`src/aar_defines.vh`:
```
`ifndef AAR_DEFINES_VH
`define AAR_DEFINES_VH

// ----------------------------------------
// Register word indices (byte address = 4 x index)
// ----------------------------------------
`define AAR_IDX_INSTR 3'h0
`define AAR_IDX_ACC 3'h1
`define AAR_IDX_STATUS 3'h2
`define AAR_IDX_FADDR 3'h3
`define AAR_IDX_FDATA 3'h4

// ----------------------------------------
// Instruction fields
// ----------------------------------------
`define AAR_OPC_HI 13
`define AAR_OPC_LO 8
`define AAR_OPC_ADD 6'h07
`define AAR_OPC_AND 6'h05
`define AAR_DEST_BIT 7
`define AAR_ADDR_HI 6
`define AAR_ADDR_LO 0

// ----------------------------------------
// Status register bit positions
// ----------------------------------------
`define AAR_BIT_CARRY 0
`define AAR_BIT_DCARRY 1
`define AAR_BIT_ZERO 2
`define AAR_BIT_BUSY 3
`define AAR_BIT_ILLEGAL 4

// ----------------------------------------
// Reset values
// ----------------------------------------
`define AAR_RST_INSTR 14'h0000
`define AAR_RST_ACC 8'h00
`define AAR_RST_FADDR 7'h00

// ----------------------------------------
// Timing: wait cycles on a register read
// ----------------------------------------
`define AAR_RD_WAIT 2'h2

`endif

```
`src/aar_alu.v`:
```
`timescale 1ns/10ps
// Byte adder / AND unit with flag outputs
module aar_alu #(
    parameter WIDTH = 8
)
(
    input wire [WIDTH-1:0] acc_i, // Accumulator operand
    input wire [WIDTH-1:0] file_i, // File register operand
    input wire add_sel_i, // 1 = add, 0 = AND
    output reg [WIDTH-1:0] result_o, // Operation result
    output reg carry_o, // Carry out of top bit
    output reg digit_carry_o, // Carry out of bit 3
    output wire zero_o // Result is zero
);

    wire [WIDTH:0] sum_full;
    wire [4:0] low_sum;

    // ----------------------------------------
    // Full and low-nibble sums
    // ----------------------------------------
    assign sum_full = {1'b0, acc_i} + {1'b0, file_i};
    assign low_sum = {1'b0, acc_i[3:0]} + {1'b0, file_i[3:0]};

    // Result and carries by operation
    always @*
    begin
        if (add_sel_i)
        begin
            result_o = sum_full[WIDTH-1:0];
            carry_o = sum_full[WIDTH];
            digit_carry_o = low_sum[4];
        end
        else
        begin
            result_o = acc_i & file_i;
            carry_o = 1'b0;
            digit_carry_o = 1'b0;
        end
    end

    assign zero_o = (result_o == {WIDTH{1'b0}});

endmodule // aar_alu

```
`src/aar_regfile.v`:
```
`timescale 1ns/10ps
// Single-port file register memory, registered read data
module aar_regfile #(
    parameter WIDTH = 8,
    parameter AW = 7
)
(
    input wire clock_i, // Core clock
    input wire [AW-1:0] addr_i, // Word address
    input wire wr_en_i, // Write strobe
    input wire [WIDTH-1:0] wr_data_i, // Write data
    output reg [WIDTH-1:0] rd_data_o // Read data, one cycle late
);

    reg [WIDTH-1:0] mem_q [0:(1<<AW)-1];

    // ----------------------------------------
    // Write port and registered read
    // ----------------------------------------
    always @(posedge clock_i)
    begin
        if (wr_en_i)
        begin
            mem_q[addr_i] <= wr_data_i;
        end
        rd_data_o <= mem_q[addr_i];
    end

endmodule // aar_regfile

```
`src/aar_core.v`:
```
`timescale 1ns/10ps
`include "aar_defines.vh"

// How it works
// - Opcode 000111 adds accumulator and file register, result to destination.
// - Opcode 000101 ANDs accumulator with file register, result to destination.
// - Destination bit 0 writes accumulator, file register untouched.
// - Destination bit 1 writes file register, accumulator untouched.
// - Add updates carry, digit carry, zero; AND updates zero only.
// - One instruction in four phases: decode, read, compute, write.
module aar_core #(
    parameter WIDTH = 8,
    parameter AW = 7
)
(
    input wire clock_i, // Core clock, 125 MHz
    input wire rst_n_i, // Asynchronous reset, active low
    input wire [4:0] avs_address_i, // Byte address
    input wire avs_read_i, // Read request
    input wire avs_write_i, // Write request
    input wire [31:0] avs_writedata_i, // Write data
    input wire [3:0] avs_byteenable_i, // Byte lanes
    output reg [31:0] avs_readdata_o, // Read data
    output wire avs_waitrequest_o, // Stall the master
    output wire [WIDTH-1:0] acc_o, // Accumulator contents
    output wire carry_flag_o, // Carry flag
    output wire digit_carry_flag_o, // Digit carry flag
    output wire zero_flag_o, // Zero flag
    output wire busy_o // Instruction in progress
);

    // ----------------------------------------
    // Phase sequencer states, one-hot
    // ----------------------------------------
    localparam [4:0] PH_IDLE = 5'h01;
    localparam [4:0] PH_Q1 = 5'h02;
    localparam [4:0] PH_Q2 = 5'h04;
    localparam [4:0] PH_Q3 = 5'h08;
    localparam [4:0] PH_Q4 = 5'h10;

    reg [4:0] phase_q, phase_d;
    reg [13:0] instr_q;
    reg [WIDTH-1:0] acc_q;
    reg carry_q, dcarry_q, zero_q, illegal_q;
    reg [AW-1:0] faddr_q;
    reg op_add_q, op_and_q, dest_file_q;
    reg [AW-1:0] op_addr_q;
    reg [WIDTH-1:0] result_q;
    reg res_c_q, res_dcy_q, res_z_q;
    reg [1:0] rd_cnt_q;

    wire [2:0] reg_idx;
    wire busy, wr_accept, rd_accept, start;
    wire [15:0] instr_merged;
    wire [WIDTH-1:0] mem_rdata;
    wire [WIDTH-1:0] alu_result;
    wire alu_c, alu_dcy, alu_z;
    wire mem_we, op_valid;
    wire [AW-1:0] mem_addr;
    wire [WIDTH-1:0] mem_wdata;

    // ----------------------------------------
    // Helpers
    // ----------------------------------------
    // Merge write data into a 16-bit value under byte enables
    function [15:0] be_merge;
        input [15:0] old_val;
        input [15:0] new_val;
        input [1:0] be;
        be_merge = {be[1] ? new_val[15:8] : old_val[15:8],
                    be[0] ? new_val[7:0] : old_val[7:0]};
    endfunction

    // Decode the opcode field: 2'b01 add, 2'b10 AND, 2'b00 other
    function [1:0] op_decode;
        input [13:0] instr;
        case (instr[`AAR_OPC_HI:`AAR_OPC_LO])
            `AAR_OPC_ADD: op_decode = 2'h1;
            `AAR_OPC_AND: op_decode = 2'h2;
            default: op_decode = 2'h0;
        endcase
    endfunction

    // ----------------------------------------
    // Bus decode and handshake
    // ----------------------------------------
    // Word index from byte address
    assign reg_idx = avs_address_i[4:2];
    assign busy = ~phase_q[0];
    // Writes stall while an instruction runs
    assign wr_accept = avs_write_i & ~busy;
    // Reads complete after the wait counter expires, never while busy
    assign rd_accept = avs_read_i & ~busy & (rd_cnt_q == `AAR_RD_WAIT);
    assign avs_waitrequest_o = (avs_write_i & busy)
                             | (avs_read_i & ~rd_accept);
    // Writing the instruction register launches an instruction
    assign start = wr_accept & (reg_idx == `AAR_IDX_INSTR);
    assign instr_merged = be_merge({2'b00, instr_q}, avs_writedata_i[15:0],
                                   avs_byteenable_i[1:0]) & 16'h3fff;

    // Read wait counter: address, memory latch, answer
    always @(posedge clock_i or negedge rst_n_i)
    begin
        if (!rst_n_i)
        begin
            rd_cnt_q <= 2'h0;
        end
        else if (!avs_read_i || busy || rd_accept)
        begin
            rd_cnt_q <= 2'h0;
        end
        else
        begin
            rd_cnt_q <= rd_cnt_q + 2'h1;
        end
    end

    // Read data register
    always @(posedge clock_i or negedge rst_n_i)
    begin
        if (!rst_n_i)
        begin
            avs_readdata_o <= 32'h0000_0000;
        end
        else if (avs_read_i && !busy)
        begin
            case (reg_idx)
                `AAR_IDX_INSTR: avs_readdata_o <= {18'h0_0000, instr_q};
                `AAR_IDX_ACC: avs_readdata_o <= {{(32-WIDTH){1'b0}}, acc_q};
                `AAR_IDX_STATUS: avs_readdata_o <= {27'h000_0000, illegal_q, busy,
                                                    zero_q, dcarry_q, carry_q};
                `AAR_IDX_FADDR: avs_readdata_o <= {{(32-AW){1'b0}}, faddr_q};
                `AAR_IDX_FDATA: avs_readdata_o <= {{(32-WIDTH){1'b0}}, mem_rdata};
                default: avs_readdata_o <= 32'h0000_0000;
            endcase
        end
    end

    // ----------------------------------------
    // Phase sequencer
    // ----------------------------------------
    // Four phases per instruction, then back to idle
    always @*
    begin
        phase_d = phase_q;
        case (phase_q)
            PH_IDLE:
            begin
                if (start)
                begin
                    phase_d = PH_Q1;
                end
            end
            PH_Q1: phase_d = PH_Q2;
            PH_Q2: phase_d = PH_Q3;
            PH_Q3: phase_d = PH_Q4;
            PH_Q4: phase_d = PH_IDLE;
            default: phase_d = PH_IDLE;
        endcase
    end

    always @(posedge clock_i or negedge rst_n_i)
    begin
        if (!rst_n_i)
        begin
            phase_q <= PH_IDLE;
        end
        else
        begin
            phase_q <= phase_d;
        end
    end

    // Instruction register, loaded by the launching write
    always @(posedge clock_i or negedge rst_n_i)
    begin
        if (!rst_n_i)
        begin
            instr_q <= `AAR_RST_INSTR;
        end
        else if (start)
        begin
            instr_q <= instr_merged[13:0];
        end
    end

    // Q1: decode opcode, destination and file address
    always @(posedge clock_i or negedge rst_n_i)
    begin
        if (!rst_n_i)
        begin
            op_add_q <= 1'b0;
            op_and_q <= 1'b0;
            dest_file_q <= 1'b0;
            op_addr_q <= {AW{1'b0}};
        end
        else if (phase_q[1])
        begin
            op_add_q <= op_decode(instr_q) == 2'h1;
            op_and_q <= op_decode(instr_q) == 2'h2;
            dest_file_q <= instr_q[`AAR_DEST_BIT];
            op_addr_q <= instr_q[`AAR_ADDR_HI:`AAR_ADDR_LO];
        end
    end
    assign op_valid = op_add_q | op_and_q;

    // ----------------------------------------
    // Datapath
    // ----------------------------------------
    // Memory port: core owns it while busy, software otherwise
    assign mem_addr = busy ? op_addr_q : faddr_q;
    assign mem_we = (phase_q[4] & op_valid & dest_file_q)
                  | (wr_accept & (reg_idx == `AAR_IDX_FDATA));
    assign mem_wdata = busy ? result_q : avs_writedata_i[WIDTH-1:0];

    aar_regfile #(.WIDTH(WIDTH), .AW(AW)) u_regfile (
        .clock_i(clock_i),
        .addr_i(mem_addr),
        .wr_en_i(mem_we),
        .wr_data_i(mem_wdata),
        .rd_data_o(mem_rdata)
    );
    aar_alu #(.WIDTH(WIDTH)) u_alu (
        .acc_i(acc_q),
        .file_i(mem_rdata),
        .add_sel_i(op_add_q),
        .result_o(alu_result),
        .carry_o(alu_c),
        .digit_carry_o(alu_dcy),
        .zero_o(alu_z)
    );

    // Q3: latch result and flags while file data is valid
    always @(posedge clock_i or negedge rst_n_i)
    begin
        if (!rst_n_i)
        begin
            result_q <= {WIDTH{1'b0}};
            res_c_q <= 1'b0;
            res_dcy_q <= 1'b0;
            res_z_q <= 1'b0;
        end
        else if (phase_q[3])
        begin
            result_q <= alu_result;
            res_c_q <= alu_c;
            res_dcy_q <= alu_dcy;
            res_z_q <= alu_z;
        end
    end

    // Q4: accumulator destination, or software write
    always @(posedge clock_i or negedge rst_n_i)
    begin
        if (!rst_n_i)
        begin
            acc_q <= `AAR_RST_ACC;
        end
        else if (phase_q[4] && op_valid && !dest_file_q)
        begin
            acc_q <= result_q;
        end
        else if (wr_accept && reg_idx == `AAR_IDX_ACC && avs_byteenable_i[0])
        begin
            acc_q <= avs_writedata_i[WIDTH-1:0];
        end
    end

    // Q4: flags by operation; AND leaves carries alone
    always @(posedge clock_i or negedge rst_n_i)
    begin
        if (!rst_n_i)
        begin
            carry_q <= 1'b0;
            dcarry_q <= 1'b0;
            zero_q <= 1'b0;
        end
        else if (phase_q[4] && op_valid)
        begin
            zero_q <= res_z_q;
            if (op_add_q)
            begin
                carry_q <= res_c_q;
                dcarry_q <= res_dcy_q;
            end
        end
        else if (wr_accept && reg_idx == `AAR_IDX_STATUS && avs_byteenable_i[0])
        begin
            carry_q <= avs_writedata_i[`AAR_BIT_CARRY];
            dcarry_q <= avs_writedata_i[`AAR_BIT_DCARRY];
            zero_q <= avs_writedata_i[`AAR_BIT_ZERO];
        end
    end

    // Sticky unknown-opcode flag; set wins over a software clear
    always @(posedge clock_i or negedge rst_n_i)
    begin
        if (!rst_n_i)
        begin
            illegal_q <= 1'b0;
        end
        else if (phase_q[4] && !op_valid)
        begin
            illegal_q <= 1'b1;
        end
        else if (wr_accept && reg_idx == `AAR_IDX_STATUS && avs_byteenable_i[0]
                 && avs_writedata_i[`AAR_BIT_ILLEGAL])
        begin
            illegal_q <= 1'b0;
        end
    end

    // File address pointer for software access
    always @(posedge clock_i or negedge rst_n_i)
    begin
        if (!rst_n_i)
        begin
            faddr_q <= `AAR_RST_FADDR;
        end
        else if (wr_accept && reg_idx == `AAR_IDX_FADDR && avs_byteenable_i[0])
        begin
            faddr_q <= avs_writedata_i[AW-1:0];
        end
    end

    // ----------------------------------------
    // Observation outputs
    // ----------------------------------------
    assign acc_o = acc_q;
    assign carry_flag_o = carry_q;
    assign digit_carry_flag_o = dcarry_q;
    assign zero_flag_o = zero_q;
    assign busy_o = busy;

endmodule // aar_core

```
`config.mk`:
```
export PLATFORM = sky130hd
export DESIGN_NAME = aar_core
export DESIGN_NICKNAME = d
export VERILOG_FILES = /design/src/aar_alu.v /design/src/aar_regfile.v /design/src/aar_core.v
export VERILOG_INCLUDE_DIRS = /design/src
export SDC_FILE = /design/constraint.sdc
export NUM_CORES = 1
export LEC_CHECK = 0
export ABC_CLOCK_PERIOD_IN_PS = 10100
export BUFFER_PORTS_ARGS = -buffer_cell sky130_fd_sc_hd__buf_4
export CAP_MARGIN = 20
export CELL_PAD_IN_SITES_DETAIL_PLACEMENT = 1
export CELL_PAD_IN_SITES_GLOBAL_PLACEMENT = 2
export CORE_MARGIN = 2
export CORE_UTILIZATION = 25
export DETAILED_ROUTE_END_ITERATION = 7
export PLACE_DENSITY = 0.47
export SKIP_CTS_REPAIR_TIMING = 1
export SYNTH_ARGS = -nofsm -noshare
export SYNTH_HDL_FRONTEND = slang
export SYNTH_HIERARCHICAL = 1
export SYNTH_SLANG_ARGS = --single-unit
```
`constraint.sdc`:
```
create_clock -name clock_i -period 10.1 [get_ports clock_i]
set_input_delay 2.02 -clock clock_i [delete_from_list [all_inputs] [get_ports clock_i]]
set_output_delay 2.02 -clock clock_i [all_outputs]
set_load 0.02 [all_outputs]
```
Yosys cells after proc, flatten, opt, wreduce, memory -nomap -nowiden
Memory sizes are Yosys's and may differ from the RTL's. A register that Yosys moved wholly into a read port is not among the register bits.
Index checks and enable logic that the tools add are counted.
{"block": "totals", "register_bits": 93, "ram_bits": 1024, "in_bits": 45, "output_inout_bits": 45, "word_cells": 102, "memories": 1}
{"name": "u_regfile.mem_q", "depth": 128, "width": 8, "read_ports": 1, "rd_clocked_by_memory_dff": 1, "write_ports": 1, "line": "aar_regfile.v:15", "text": "reg [WIDTH-1:0] mem_q [0:(1<<AW)-1];"}
{"block": "op_classes", "addsub": 3, "n_eq_ne": 15, "mux": 25, "bitwise_logic": 15, "reduce_logical": 24}
{"cell": "$pmux 14 s5", "count": 1}
{"cell": "$mux 8", "count": 4}
{"cell": "$pmux 5 s4", "count": 1}
{"cell": "$mux 1", "count": 14}
{"cell": "$eq 6x3->1 const B", "count": 2}
{"cell": "$logic_and 1x1->1", "count": 11}
{"cell": "$add 8x8->9", "count": 1}
{"cell": "$and 1x1->1", "count": 9}
{"cell": "$and 8x8->8", "count": 1}
{"cell": "$logic_not 8->1", "count": 1}
{"cell": "$mux 7", "count": 1}
{"cell": "$eq 3x2->1 const B", "count": 2}
{"cell": "$reduce_and 2->1", "count": 3}
{"cell": "$reduce_bool 2->1", "count": 3}
{"cell": "$add 4x4->5", "count": 1}
{"cell": "$eq 5x1->1 const B", "count": 1}
{"cell": "$eq 5x2->1 const B", "count": 1}
{"cell": "$eq 5x3->1 const B", "count": 1}
{"cell": "$eq 5x4->1 const B", "count": 1}
{"cell": "$mux 5", "count": 1}
{"cell": "$eq 2x2->1 const B", "count": 2}
{"cell": "$mux 2", "count": 2}
{"cell": "$ne 2x2->1 const B", "count": 2}
{"cell": "$pmux 2 s2", "count": 1}
{"cell": "9 further kinds", "count": 15}

Depth between registers and ports, before layout
Gate-level depths: netlist of run 1.
{"block": "logic_depth", "word_depth": 6, "depth_mapped": 14, "ltp_nobuf": 8}

Modules after synthesis
The synthesis of run 1 kept the hierarchy.
{"module": "aar_regfile", "instances": 1, "cells_per_inst": 2475, "area_per_inst_um2": 40433.8, "seq_area_each_um2": 30909.6}
{"module": "aar_core", "instances": 1, "cells_per_inst": 307, "area_per_inst_um2": 3692.3, "seq_area_each_um2": 1878.1}
{"module": "aar_alu", "instances": 1, "cells_per_inst": 73, "area_per_inst_um2": 536.8, "seq_area_each_um2": 0.0}

Worst setup path after synthesis of run 1
Ideal clock, no wire load.
{"block": "synth_timing", "path_kind": "input to output", "start": "input avs_read_i", "end": "output avs_waitrequest_o", "arrival_ns": 2.413, "required_ns": 8.080, "path_slack_ns": 5.667, "cell_stages": 2, "n_path_buf": 0, "path_cell_list": "inv_1 > o22ai_1"}
{"block": "synth_between", "elab_chain_len": 5}
{"element": "from (decl)", "line": "aar_core.v:19", "text": "input wire avs_read_i,"}
{"element": "$and 1x1->1 (2 in series)", "line": "aar_core.v:93", "text": "assign rd_accept = avs_read_i & ~busy & (rd_cnt_q == `AAR_RD_WAIT);"}
{"element": "$not 1->1", "line": "aar_core.v:95", "text": "| (avs_read_i & ~rd_accept);"}
{"element": "$and 1x1->1 (*)", "line": "aar_core.v:95"}
{"element": "$or 1x1->1 (*)", "line": "aar_core.v:95"}
{"element": "to (decl)", "line": "aar_core.v:24", "text": "output wire avs_waitrequest_o,"}
Every way passes the cells marked *; elsewhere a longest branch is shown, timed or not.

Final worst setup path of run 1
{"block": "layout_timing", "start": "register phase_q[0]", "end": "memory u_regfile.mem_q[94][3], enable pin"}
{"block": "layout_between", "elab_cells_between_ends": 6, "cone_classes": "mux (3); bitwise (3)"}
{"element": "from (decl)", "line": "aar_core.v:41", "text": "reg [4:0] phase_q, phase_d;"}
{"element": "from (signal assigned)", "line": "aar_core.v:170", "text": "phase_q <= phase_d;"}
{"element": "$mux 7", "line": "aar_core.v:211", "text": "assign mem_addr = busy ? op_addr_q : faddr_q;"}
{"element": "named net mem_addr[1]", "line": "aar_core.v:59", "text": "wire [AW-1:0] mem_addr;"}
{"element": "to (decl)", "line": "aar_regfile.v:15"}
The timed path passes the listed nets, and every way through them passes these cells.

==> summary.txt, run 1 <==
part of the total power dissipated in sequential elements = 0.410
H-tree Lvls = 4
Reg clk slew, reported paths = 60 ps
fraction of final layout cells sized beyond drive strength 1 = 0.1564
post-detailed-route via-to-cell ratio = 5.047
final wirelength = 164200 um
Ports = 90
depth of the worst register-to-register path = 8
count of endpoints failing hold in the final timing report = 0
mean routed wirelength per cell = 30.69 um
post-synthesis cell area = 0.04466 sq mm
min-delay worst type = flop to flop
reported leakage power = 16.34 nW
min cycle time layout = 5707 ps
number of buffers created by CTS = 132
clock share of power = 0.364
top cells by count, synth = edfxtp_1 (1024), nor2_1 (257), a221oi_1 (220), a21oi_1 (136), nand2_1 (128)
count of fill cells added during filler insertion = 18570
Required @ worst endpoint = 10450 ps
upper clock frequency limit = 0.1752 GHz
latest clock arrival within the worst-skew pair = 770 ps
placeable core region = 0.1780 sq mm
number of setup violations in the final report = 0
Worst Path Max Fanout = 40
cell with the most instances after synthesis = edfxtp_1
Row Count = 155
clock tree from TritonCTS = done
Die Span X = 426.7 um
Final Net Count = 2953
Net Sw Power = 4.053 mW
count of different cell masters after synthesis = 92
die outline height = 426.7 um
yosys synthesis warning count = 6
post-DP HPWL = 98850 um
starting utilization of the core area = 0.2509
Port Buf Inserts = 49
crit start category = flop
final-report max-slew violation count = 0
overflow left after global routing = 0
Clk Tree Root Cell = clkbuf_16
peak supply drop = 0.0001637 V
power density over the cells = 245.4 mW/mm^2
ranking of synthesized cells by area = edfxtp_1 (69%), a221oi_1 (4.3%), dfrtp_1 (4.1%)
combinational group share of total power = 0.226
Synth async-reset ratio = 0.06775
maximum number of pins on one net before global-route repair = 90
Routability Congestion = 0.7727
FF+latch count, synth = 1107
Antenna Violating Nets Remaining = 0
switching part of the total power = 0.3192
Final Skew = 27.74 ps
share of the synthesized area in the top cell type = 0.6885
Area Overhead vs Synth = 15.86%
count of maximum capacitance violations = 0
post-layout worst setup margin = 4393 ps
Clock Sink Count = 1107
number of cells traversed by the worst hold path = 1
wire length of the first global-routing pass = 230100 um
pin slew with the least headroom to its limit = 1273 ps
register area share after synthesis = 0.7341
setup slack at placement = 4422 ps
count of unresolved DRC violations after routing = 0
number of enable flip-flop cells after synthesis = 1024
final critical-path share of the clock period = 0.5650
number of antenna violations at the first check in global routing = 12
cell internal pwr = 8.644 mW
area of the multi-input gates = 0.01073 sq mm
overall routing resource usage = 0.1788
setup repair after global routing missed its margin = no
total number of vias = 27000
Most used DFF post-synth = edfxtp_1
Die ar. = 0.1820 sq mm
endpoint arrival time on the critical path = 6050 ps
synthesized netlist cell count = 2855
outcome = complete, no violations
setup tns final = 0 ps
synthesized area divided by synthesized cell count = 15.64 sq um
Worst slew margin = 0.1517
crit end category = flop
Seq. cell area = 0.03279 sq mm
DR pass1 iterations = 5
number of DRC markers in iteration 0 = 2131
biggest area consumer among synthesized cells = edfxtp_1
number of global-route vias before repair = 28450
CTS Buffer Depth = 3
critical setup path kind = flop to flop
## worst paths after layout
check,slack (ps),to,startpoint
hold reg to reg,440,rd_cnt_q[0]$_DFF_PN0_,rd_cnt_q[0]$_DFF_PN0_
setup / recovery,4390,u_regfile/mem_q[94][3]$_DFFE_PP_,phase_q[0]$_DFFE_PN1P_
hold / removal,440,rd_cnt_q[0]$_DFF_PN0_,rd_cnt_q[0]$_DFF_PN0_
min in group asynchronous,1220,acc_o[5]$_DFFE_PN0P_,rst_n_i
max in group asynchronous,8230,phase_q[0]$_DFFE_PN1P_,rst_n_i
setup reg to reg,4390,u_regfile/mem_q[94][3]$_DFFE_PP_,phase_q[0]$_DFFE_PN1P_
## layout by cell type (no fill, tap or decap), types with 13 or more instances in the layout
master	Yosys	layout
edfxtp_1	1024	1024
nor2_1	257	255
a221oi_1	220	220
a21oi_1	136	136
clkbuf_16	0	136
nand2_1	128	124
buf_4	32	116
mux2_2	115	103
o21ai_0	99	98
mux2i_1	79	79
a22oi_1	74	74
dfrtp_1	74	74
a22o_1	47	47
clkbuf_1	79	35
o22ai_1	29	29
clkinv_1	0	29
a221o_1	25	25
nor3_1	20	19
conb_1	1	18
o221ai_1	17	17
nand3_1	19	15
inv_1	17	14
nand4_1	13	13
## worst max-delay path, stage by stage (launching register included)
cell and delay (ps):
dfstp_2 520, buf_4 380, mux2_8 500, buf_4 520
nor2b_4 230, buf_4 340, buf_4 530, nand3_2 870
nor2_1 1190
## cell type report
type                       instances  share of cell area
antenna                            3           0.0001451
clock buffer                     172             0.06857
clock inverter                    57             0.01144
inverter                          18            0.001378
multi-input combinational       1513              0.2074
sequential                      1107              0.6336
tap                             2355             0.05694
timing repair buffer             126             0.02048
## registers in the layout (all words and copies together) (netlist names)
name                 count
acc_o                    8
avs_readdata_o          14
carry_flag_o             1
dest_file_q              1
digit_carry_flag_o       1
faddr_q                  7
illegal_q                1
instr_q                 14
op_add_q                 1
op_addr_q                7
op_and_q                 1
phase_q                  5
rd_cnt_q                 2
res_c_q                  1
res_dcy_q                1
res_z_q                  1
result_q                 8
u_regfile/mem_q       1024
u_regfile/rd_data_o      8
zero_flag_o              1
## power by group through the flow
stage / Combinational, mW / Sequential (mW) / Clock [mW]
after floorplan: 1.61 / 5.25 / 0
after global placement: 2.88 / 5.30 / 0
after detailed placement: 2.90 / 5.30 / 0
after CTS: 2.91 / 5.20 / 4.75
after global routing: 3.04 / 5.21 / 4.92
final: 2.87 / 5.20 / 4.63
## metal layers
| layer | track usage | part of all wire | vias to the layer above |
|---|---|---|---|
| met4 | 0.04231 | 0.019 | 0 |
| met5 | 0 | 0 | - |
| met3 | 0.02504 | 0.039 | 171 |
| met1 | 0.2444 | 0.46 | 14660 |
| li1 | - | - | 11540 |
| met2 | 0.2991 | 0.48 | 636 |
## cells by family (layout without fill, tap and decap cells)
logic type | Yosys count | after routing | synth area share
flops | 1107 | 1107 | 0.7341
compound gates | 759 | 759 | 0.1260
simple gates | 512 | 512 | 0.05157
buf+inv | 252 | 373 | 0.03048
mux | 212 | 212 | 0.05435
fa+ha+maj | 10 | 10 | 0.002970
xor+xnor | 2 | 2 | 0.0003923
other cells | 1 | 21 | 0.00008396
## through the flow
step	utilization	area [sq um]	instances	hold WS [ps]	power, mW
detailed placement	0.2669	47530	5115	436.7	8.195
global route	0.2906	51740	5348	471.1	13.17
finish	0.2907	51750	5351	444.5	12.70
floorplan	-	44730	2872	412.2	6.860
CTS	0.2902	51670	5344	444.3	12.86
global placement	0.2668	47500	5113	429.3	8.178
Power figures use the tool's default switching activity.
==> run 2, diff against run 1 <==
Settings changed: ABC_CLOCK_PERIOD_IN_PS 10100 to 5700.
Clock period 10.1 ns to 5.7 ns, I/O delays scaled along.
==> run 2 against run 1 <==
  * Register-to-register slack worse by 3500 ps
  * Flip-flop and latch count stayed put
  * Maximum frequency is 20% higher
  * Hold slack worse by 130 ps
  * Worst setup slack worse by 3500 ps
  * Non-clock buffer count is 118 higher
  * Core utilization is 0.68 points higher
  * Sequential power is 78% higher
  * Clock power is 88% higher
  * Design area is 2.4% higher
  * First-iteration DRC count is 0.61% lower
  * Critical path type unchanged
  * Critical endpoint is now u_regfile/rd_data_o[2]$_DFF_P_
  * Largest power group unchanged
  * Highest routed layer unchanged
==> summary.txt, run 2 (same netlist as run 1, synthesis figures left out) <==
delay of the slowest cell on the worst path = 960 ps (-230 ps)
buffer and inverter count on the worst path = 2 (-2)
upper clock frequency limit = 0.2101 GHz (+20%)
number of buffers created by CTS = 136 (+3.0%)
DR pass1 iterations = 5 (unchanged)
most common cell after layout, fill and taps aside = edfxtp_1
overall routing resource usage = 0.1820 (+0.003114)
post-route core utilization = 0.2975 (+0.006845)
largest registers in the final layout = u_regfile/mem_q: 1024 flops, avs_readdata_o: 14 flops, instr_q: 14 flops
final wirelength = 167000 um (+1.7%)
critical setup path kind = flop to flop
Ports = 90 (unchanged)
clock tree from TritonCTS = done
count of fill cells added during filler insertion = 18540 (-0.16%)
Seq. cell area = 0.03279 sq mm (unchanged)
beginning of the worst register-to-register path = phase_q[0]$_DFFE_PN1P_
die outline height = 426.7 um (unchanged)
final-report max-slew violation count = 0 (unchanged)
endpoint arrival time on the critical path = 5460 ps (-590 ps)
register with the highest flop count = u_regfile/mem_q
post-detailed-route via-to-cell ratio = 5.041 (-0.11%)
CTS Buffer Depth = 3 (unchanged)
starting utilization of the core area = 0.2509 (unchanged)
total number of vias = 27610 (+2.2%)
H-tree Lvls = 4 (unchanged)
final critical-path share of the clock period = 0.8349 (+0.2699)
mean routed wirelength per cell = 30.49 um (-0.62%)
Antenna Violating Nets Remaining = 0 (unchanged)
Clock Sink Count = 1107 (unchanged)
minimum setup slack among reg-to-reg paths = 940 ps (-3450 ps)
CP dominant cell by count = buf_4
capture instance of the worst register-to-register path = u_regfile/rd_data_o[2]$_DFF_P_
placeable core region = 0.1780 sq mm (unchanged)
Row Count = 155 (unchanged)
number of global-route vias before repair = 28900 (+1.6%)
most frequent cells in the layout = edfxtp_1 (1024), nor2_1 (256), buf_4 (233), a221oi_1 (220), clkbuf_16 (139)
Die Span X = 426.7 um (unchanged)
latest clock arrival within the worst-skew pair = 800 ps (+30 ps)
setup tns final = 0 ps (unchanged)
peak supply drop = 0.0003591 V (+120%)
overflow left after global routing = 0 (unchanged)
fraction of final layout cells sized beyond drive strength 1 = 0.1955 (+0.03909)
tightest hold margin = 312.3 ps (-132.2 ps)
wire length of the first global-routing pass = 233600 um (+1.5%)
area of the multi-input gates = 0.01070 sq mm (-0.33%)
antenna fix cells = 0 (-3)
number of antenna violations at the first check in global routing = 3 (-9)
power density over the cells = 436.9 mW/mm^2 (+78%)
crit start category = flop
count of endpoints failing hold in the final timing report = 0 (unchanged)
Area Overhead vs Synth = 18.59%
CP max stage cell = and3b_2
Final Skew = 43.32 ps (+15.58 ps)
number of DRC markers in iteration 0 = 2118 (-0.61%)
Port Buf Inserts = 49 (unchanged)
flip-flop count of the largest register, all copies and words added = 1024 (unchanged)
post-DP HPWL = 106700 um (+8.0%)
depth of the worst register-to-register path = 8 (unchanged)
min-delay worst type = input pin to asynchronous set/reset pin
CP Cell Sequence = mux2_8 -> buf_4 -> and3b_2 -> buf_4 -> a221oi_1 -> o21ai_0 -> a2111oi_2 -> nand4_1
pin slew with the least headroom to its limit = 1154 ps (-118.8 ps)
setup repair after global routing missed its margin = no
reported leakage power = 17.13 nW (+4.8%)
Worst slew margin = 0.2281 (+0.07639)
crit end category = flop
Worst Path Max Fanout = 41 (+2.5%)
count of maximum capacitance violations = 0 (unchanged)
cell class contributing the biggest share of worst-path delay = compound AO/OA/AOI/OAI gates
count of unresolved DRC violations after routing = 0 (unchanged)
maximum number of pins on one net before global-route repair = 91 (+1.1%)
min cycle time layout = 4759 ps (-947.7 ps)
Required @ worst endpoint = 6400 ps (-4050 ps)
Die ar. = 0.1820 sq mm (unchanged)
Final Net Count = 3075 (+4.1%)
number of setup violations in the final report = 0 (unchanged)
Clk Tree Root Cell = clkbuf_16
outcome = complete, no violations
Reg clk slew, reported paths = 50 ps (about the same)
Routability Congestion = 0.8122 (+5.1%)
[run 2: worst max-delay path by stage]
stage	from	endpoint	slack [ps]	cells past startpoint
finish	phase_q[0]$_DFFE_PN1P_	u_regfile/rd_data_o[2]$_DFF_P_	940	8
detailed placement	phase_q[0]$_DFFE_PN1P_	u_regfile/rd_data_o[2]$_DFF_P_	920	8
floorplan	phase_q[0]$_DFFE_PN1P_	u_regfile/mem_q[72][0]$_DFFE_PP_	2040	11
global placement	phase_q[0]$_DFFE_PN1P_	u_regfile/rd_data_o[2]$_DFF_P_	960	8
CTS	phase_q[0]$_DFFE_PN1P_	u_regfile/rd_data_o[2]$_DFF_P_	900	8
global route	phase_q[0]$_DFFE_PN1P_	u_regfile/rd_data_o[1]$_DFF_P_	800	11
[run 2: per-layer routing]
layer | vias to the layer above | share of wire | GRT usage
met1 | 14920 | 0.45 | 0.2473
met5 | - | 0 | 0
met3 | 194 | 0.039 | 0.02432
met2 | 718 | 0.48 | 0.3039
met4 | 0 | 0.024 | 0.04924
li1 | 11780 | - | -
[run 2: report_power, final]
| group | internal, mW | leakage [nW] | switching [mW] |
|---|---|---|---|
| registers | 9.04 | 10.2 | 0.212 |
| logic | 1.55 | 4.70 | 3.65 |
| clock network | 5.16 | 2.19 | 3.53 |
[run 2: cell type report]
type / count / area share
multi-input combinational: 1513 / 0.2020
timing repair buffer: 244 / 0.03730
clock buffer: 160 / 0.06792
tap: 2355 / 0.05563
sequential: 1107 / 0.6190
inverter: 18 / 0.001346
clock inverter: 79 / 0.01677
[run 2: through the flow]
stage	instance area [sq um]	instances	setup slack [ps]	power, mW
2_1_floorplan	44730	2872	2037	12.16
3_3_place_gp	48410	5234	958.1	14.63
3_5_place_dp	48440	5235	921.8	14.67
4_1_cts	52930	5474	904.3	23.42
5_1_grt	52970	5476	803.5	23.95
6_report	52970	5476	941.1	23.14
==> run 3, diff against run 2 <==
Settings changed: ABC_CLOCK_PERIOD_IN_PS 5700 to 4200, PLACE_DENSITY 0.47 to 0.48.
Clock period 5.7 ns to 4.2 ns, I/O delays scaled along.
==> run 3 against run 2 <==
  * Non-clock buffer count grew 86
  * Sequential share of layout area decreased by 0.56 points
  * Via count increased by 0.58%
  * Maximum frequency is 23% higher
  * Critical path type unchanged
==> summary.txt, run 3 (same netlist as run 1, synthesis figures left out) <==
Worst slew margin = 0.1787 (-0.04931)
count of fill cells added during filler insertion = 18560 (+0.10%)
placeable core region = 0.1780 sq mm (unchanged)
Area Overhead vs Synth = 19.67%
Worst Path Max Fanout = 36 (-12%)
power density over the cells = 576.3 mW/mm^2 (+32%)
number of global-route vias before repair = 28960 (+0.21%)
critical setup path kind = flop to flop
starting utilization of the core area = 0.2509 (unchanged)
CTS Buffer Depth = 3 (unchanged)
Required @ worst endpoint = 4760 ps (-1640 ps)
area of the multi-input gates = 0.01070 sq mm (about the same)
crit end category = flop
clock share of power = 0.358 (-0.018)
most used routing layer = met2
CP Cell Sequence = mux2_8 -> buf_12 -> and2_1 -> a22oi_1 -> o221ai_1 -> a22o_1 -> a2111oi_2 -> nand4_1
final-report max-slew violation count = 0 (unchanged)
switching part of the total power = 0.3171 (-0.002386)
min cycle time layout = 3872 ps (-886.4 ps)
Final Skew = 34.54 ps (-8.782 ps)
number of buffers created by CTS = 132 (-2.9%)
H-tree Lvls = 4 (unchanged)
most common cell after layout, fill and taps aside = edfxtp_1
total power after layout = 30.80 mW (+33%)
minimum setup slack among reg-to-reg paths = 330 ps (-610 ps)
Seq. cell area = 0.03279 sq mm (unchanged)
most frequent cells in the layout = edfxtp_1 (1024), buf_4 (299), nor2_1 (256), a221oi_1 (220), a21oi_1 (136)
reported leakage power = 17.45 nW (+1.9%)
GR Layer Usage met1 = 0.2503 (+0.002999)
count of maximum capacitance violations = 0 (unchanged)
post-detailed-route via-to-cell ratio = 5.003 (-0.75%)
min-delay worst type = input pin to flop
wire length of the first global-routing pass = 231000 um (-1.1%)
Net Sw Power = 9.766 mW (+32%)
Die ar. = 0.1820 sq mm (unchanged)
latest clock arrival within the worst-skew pair = 770 ps (-30 ps)
peak supply drop = 0.0002574 V (-28%)
clock tree from TritonCTS = done
cell internal pwr = 21.04 mW (+34%)
fraction of final layout cells sized beyond drive strength 1 = 0.2099 (+0.01445)
Antenna Violating Nets Remaining = 0 (unchanged)
Die Span X = 426.7 um (unchanged)
number of antenna violations at the first check in global routing = 4 (+1)
combinational group share of total power = 0.235 (+0.010)
pin slew with the least headroom to its limit = 1216 ps (+62.79 ps)
part of the total power dissipated in sequential elements = 0.407 (+0.007)
Clk Tree Root Cell = clkbuf_16
total number of vias = 27760 (+0.58%)
Reg clk slew, reported paths = 50 ps (about the same)
DR pass1 iterations = 5 (unchanged)
flip-flop count of the largest register, all copies and words added = 1024 (unchanged)
Port Buf Inserts = 49 (unchanged)
outcome = complete, no violations
tightest hold margin = 307.2 ps (-5.123 ps)
Clock Sink Count = 1107 (unchanged)
number of setup violations in the final report = 0 (unchanged)
Final Net Count = 3157 (+2.7%)
post-route core utilization = 0.3002 (+0.002699)
CP max stage cell = dfstp_2
delay of the slowest cell on the worst path = 630 ps (-330 ps)
mean routed wirelength per cell = 29.49 um (-3.3%)
crit start category = flop
final critical-path share of the clock period = 0.9220 (+0.08712)
met2 Resource Use GR = 0.2923 (-0.01164)
overall routing resource usage = 0.1786 (-0.003405)
largest registers in the final layout = u_regfile/mem_q: 1024 flops, avs_readdata_o: 14 flops, instr_q: 14 flops
number of DRC markers in iteration 0 = 2419 (+14%)
register with the highest flop count = u_regfile/mem_q
endpoint arrival time on the critical path = 4430 ps (-1030 ps)
overflow left after global routing = 0 (unchanged)
Routability Congestion = 0.8057 (-0.80%)
met3 Track Usage GR = 0.02393 (-0.0003917)
count of unresolved DRC violations after routing = 0 (unchanged)
maximum number of pins on one net before global-route repair = 129 (+42%)
post-DP HPWL = 103400 um (-3.1%)
Ports = 90 (unchanged)
upper clock frequency limit = 0.2582 GHz (+23%)
die outline height = 426.7 um (unchanged)
setup repair after global routing missed its margin = no
count of endpoints failing hold in the final timing report = 0 (unchanged)
final wirelength = 163700 um (-2.0%)
Row Count = 155 (unchanged)
setup tns final = 0 ps (unchanged)
-- run 3: cell count changes in the layout (fill, tap and decap cells not counted), sizes merged --
cell	previous run	this run
inv	20	22
dlygate4sd3	0	1
bufinv	14	9
clkinvlp	3	0
clkinv	60	44
clkbuf	160	167
diode	0	2
buf	244	329
-- run 3: path summary, 6_finish.rpt --
kind / cells past startpoint / endpoint / from
worst max-delay path: 8 / u_regfile/rd_data_o[6]$_DFF_P_ / phase_q[0]$_DFFE_PN1P_
worst min-delay path: 3 / instr_q[9]$_DFFE_PN0P_ / avs_writedata_i[9]
worst max register to register: 8 / u_regfile/rd_data_o[6]$_DFF_P_ / phase_q[0]$_DFFE_PN1P_
worst min register to register: 1 / rd_cnt_q[0]$_DFF_PN0_ / rd_cnt_q[0]$_DFF_PN0_
max in group asynchronous: 3 / phase_q[0]$_DFFE_PN1P_ / rst_n_i
min in group asynchronous: 2 / acc_o[5]$_DFFE_PN0P_ / rst_n_i
-- run 3: metrics by stage --
| step | area, sq um | std cells | worst slack (ps) |
|---|---|---|---|
| finish | 53450 | 5549 | 327.5 |
| global route | 53440 | 5547 | 191.6 |
| CTS | 53400 | 5545 | 315.2 |
| detailed placement | 49330 | 5321 | 313.0 |
| global placement | 49330 | 5321 | 388.5 |
| floorplan | 44730 | 2872 | 537.0 |
-- run 3: critical path, delay by kind of cell, from the launching register on --
kind,cells,cell delay [ps]
AOI/OAI and AO/OA,4,1530
and+or+nand+nor,2,710
DFF,1,630
buffers and inverters,1,250
muxes,1,520
-- run 3: routing by layer --
layer  share of wire  wire (um)  up-vias
met2            0.48      77990      699
met5         0.00012         20        -
met3           0.042       6883      176
met4           0.019       3064        2
met1            0.46      75700    14960
li1                -          -    11930
-- run 3: final cells by class --
cell class / instances / area share
antenna: 2 / 0.00009364
multi-input combinational: 1513 / 0.2001
clock inverter: 57 / 0.01082
inverter: 18 / 0.001334
timing repair buffer: 330 / 0.05356
clock buffer: 167 / 0.06546
tap: 2355 / 0.05513
sequential: 1107 / 0.6135
-- run 3: power groups by stage --
stage / logic, mW / clock network [mW] / registers (mW)
floorplan: 3.86 / 0 / 12.6
global placement: 7.25 / 0 / 12.8
detailed placement: 7.30 / 0 / 12.8
CTS: 7.32 / 11.4 / 12.5
global route: 7.67 / 11.7 / 12.5
finish: 7.24 / 11.0 / 12.5
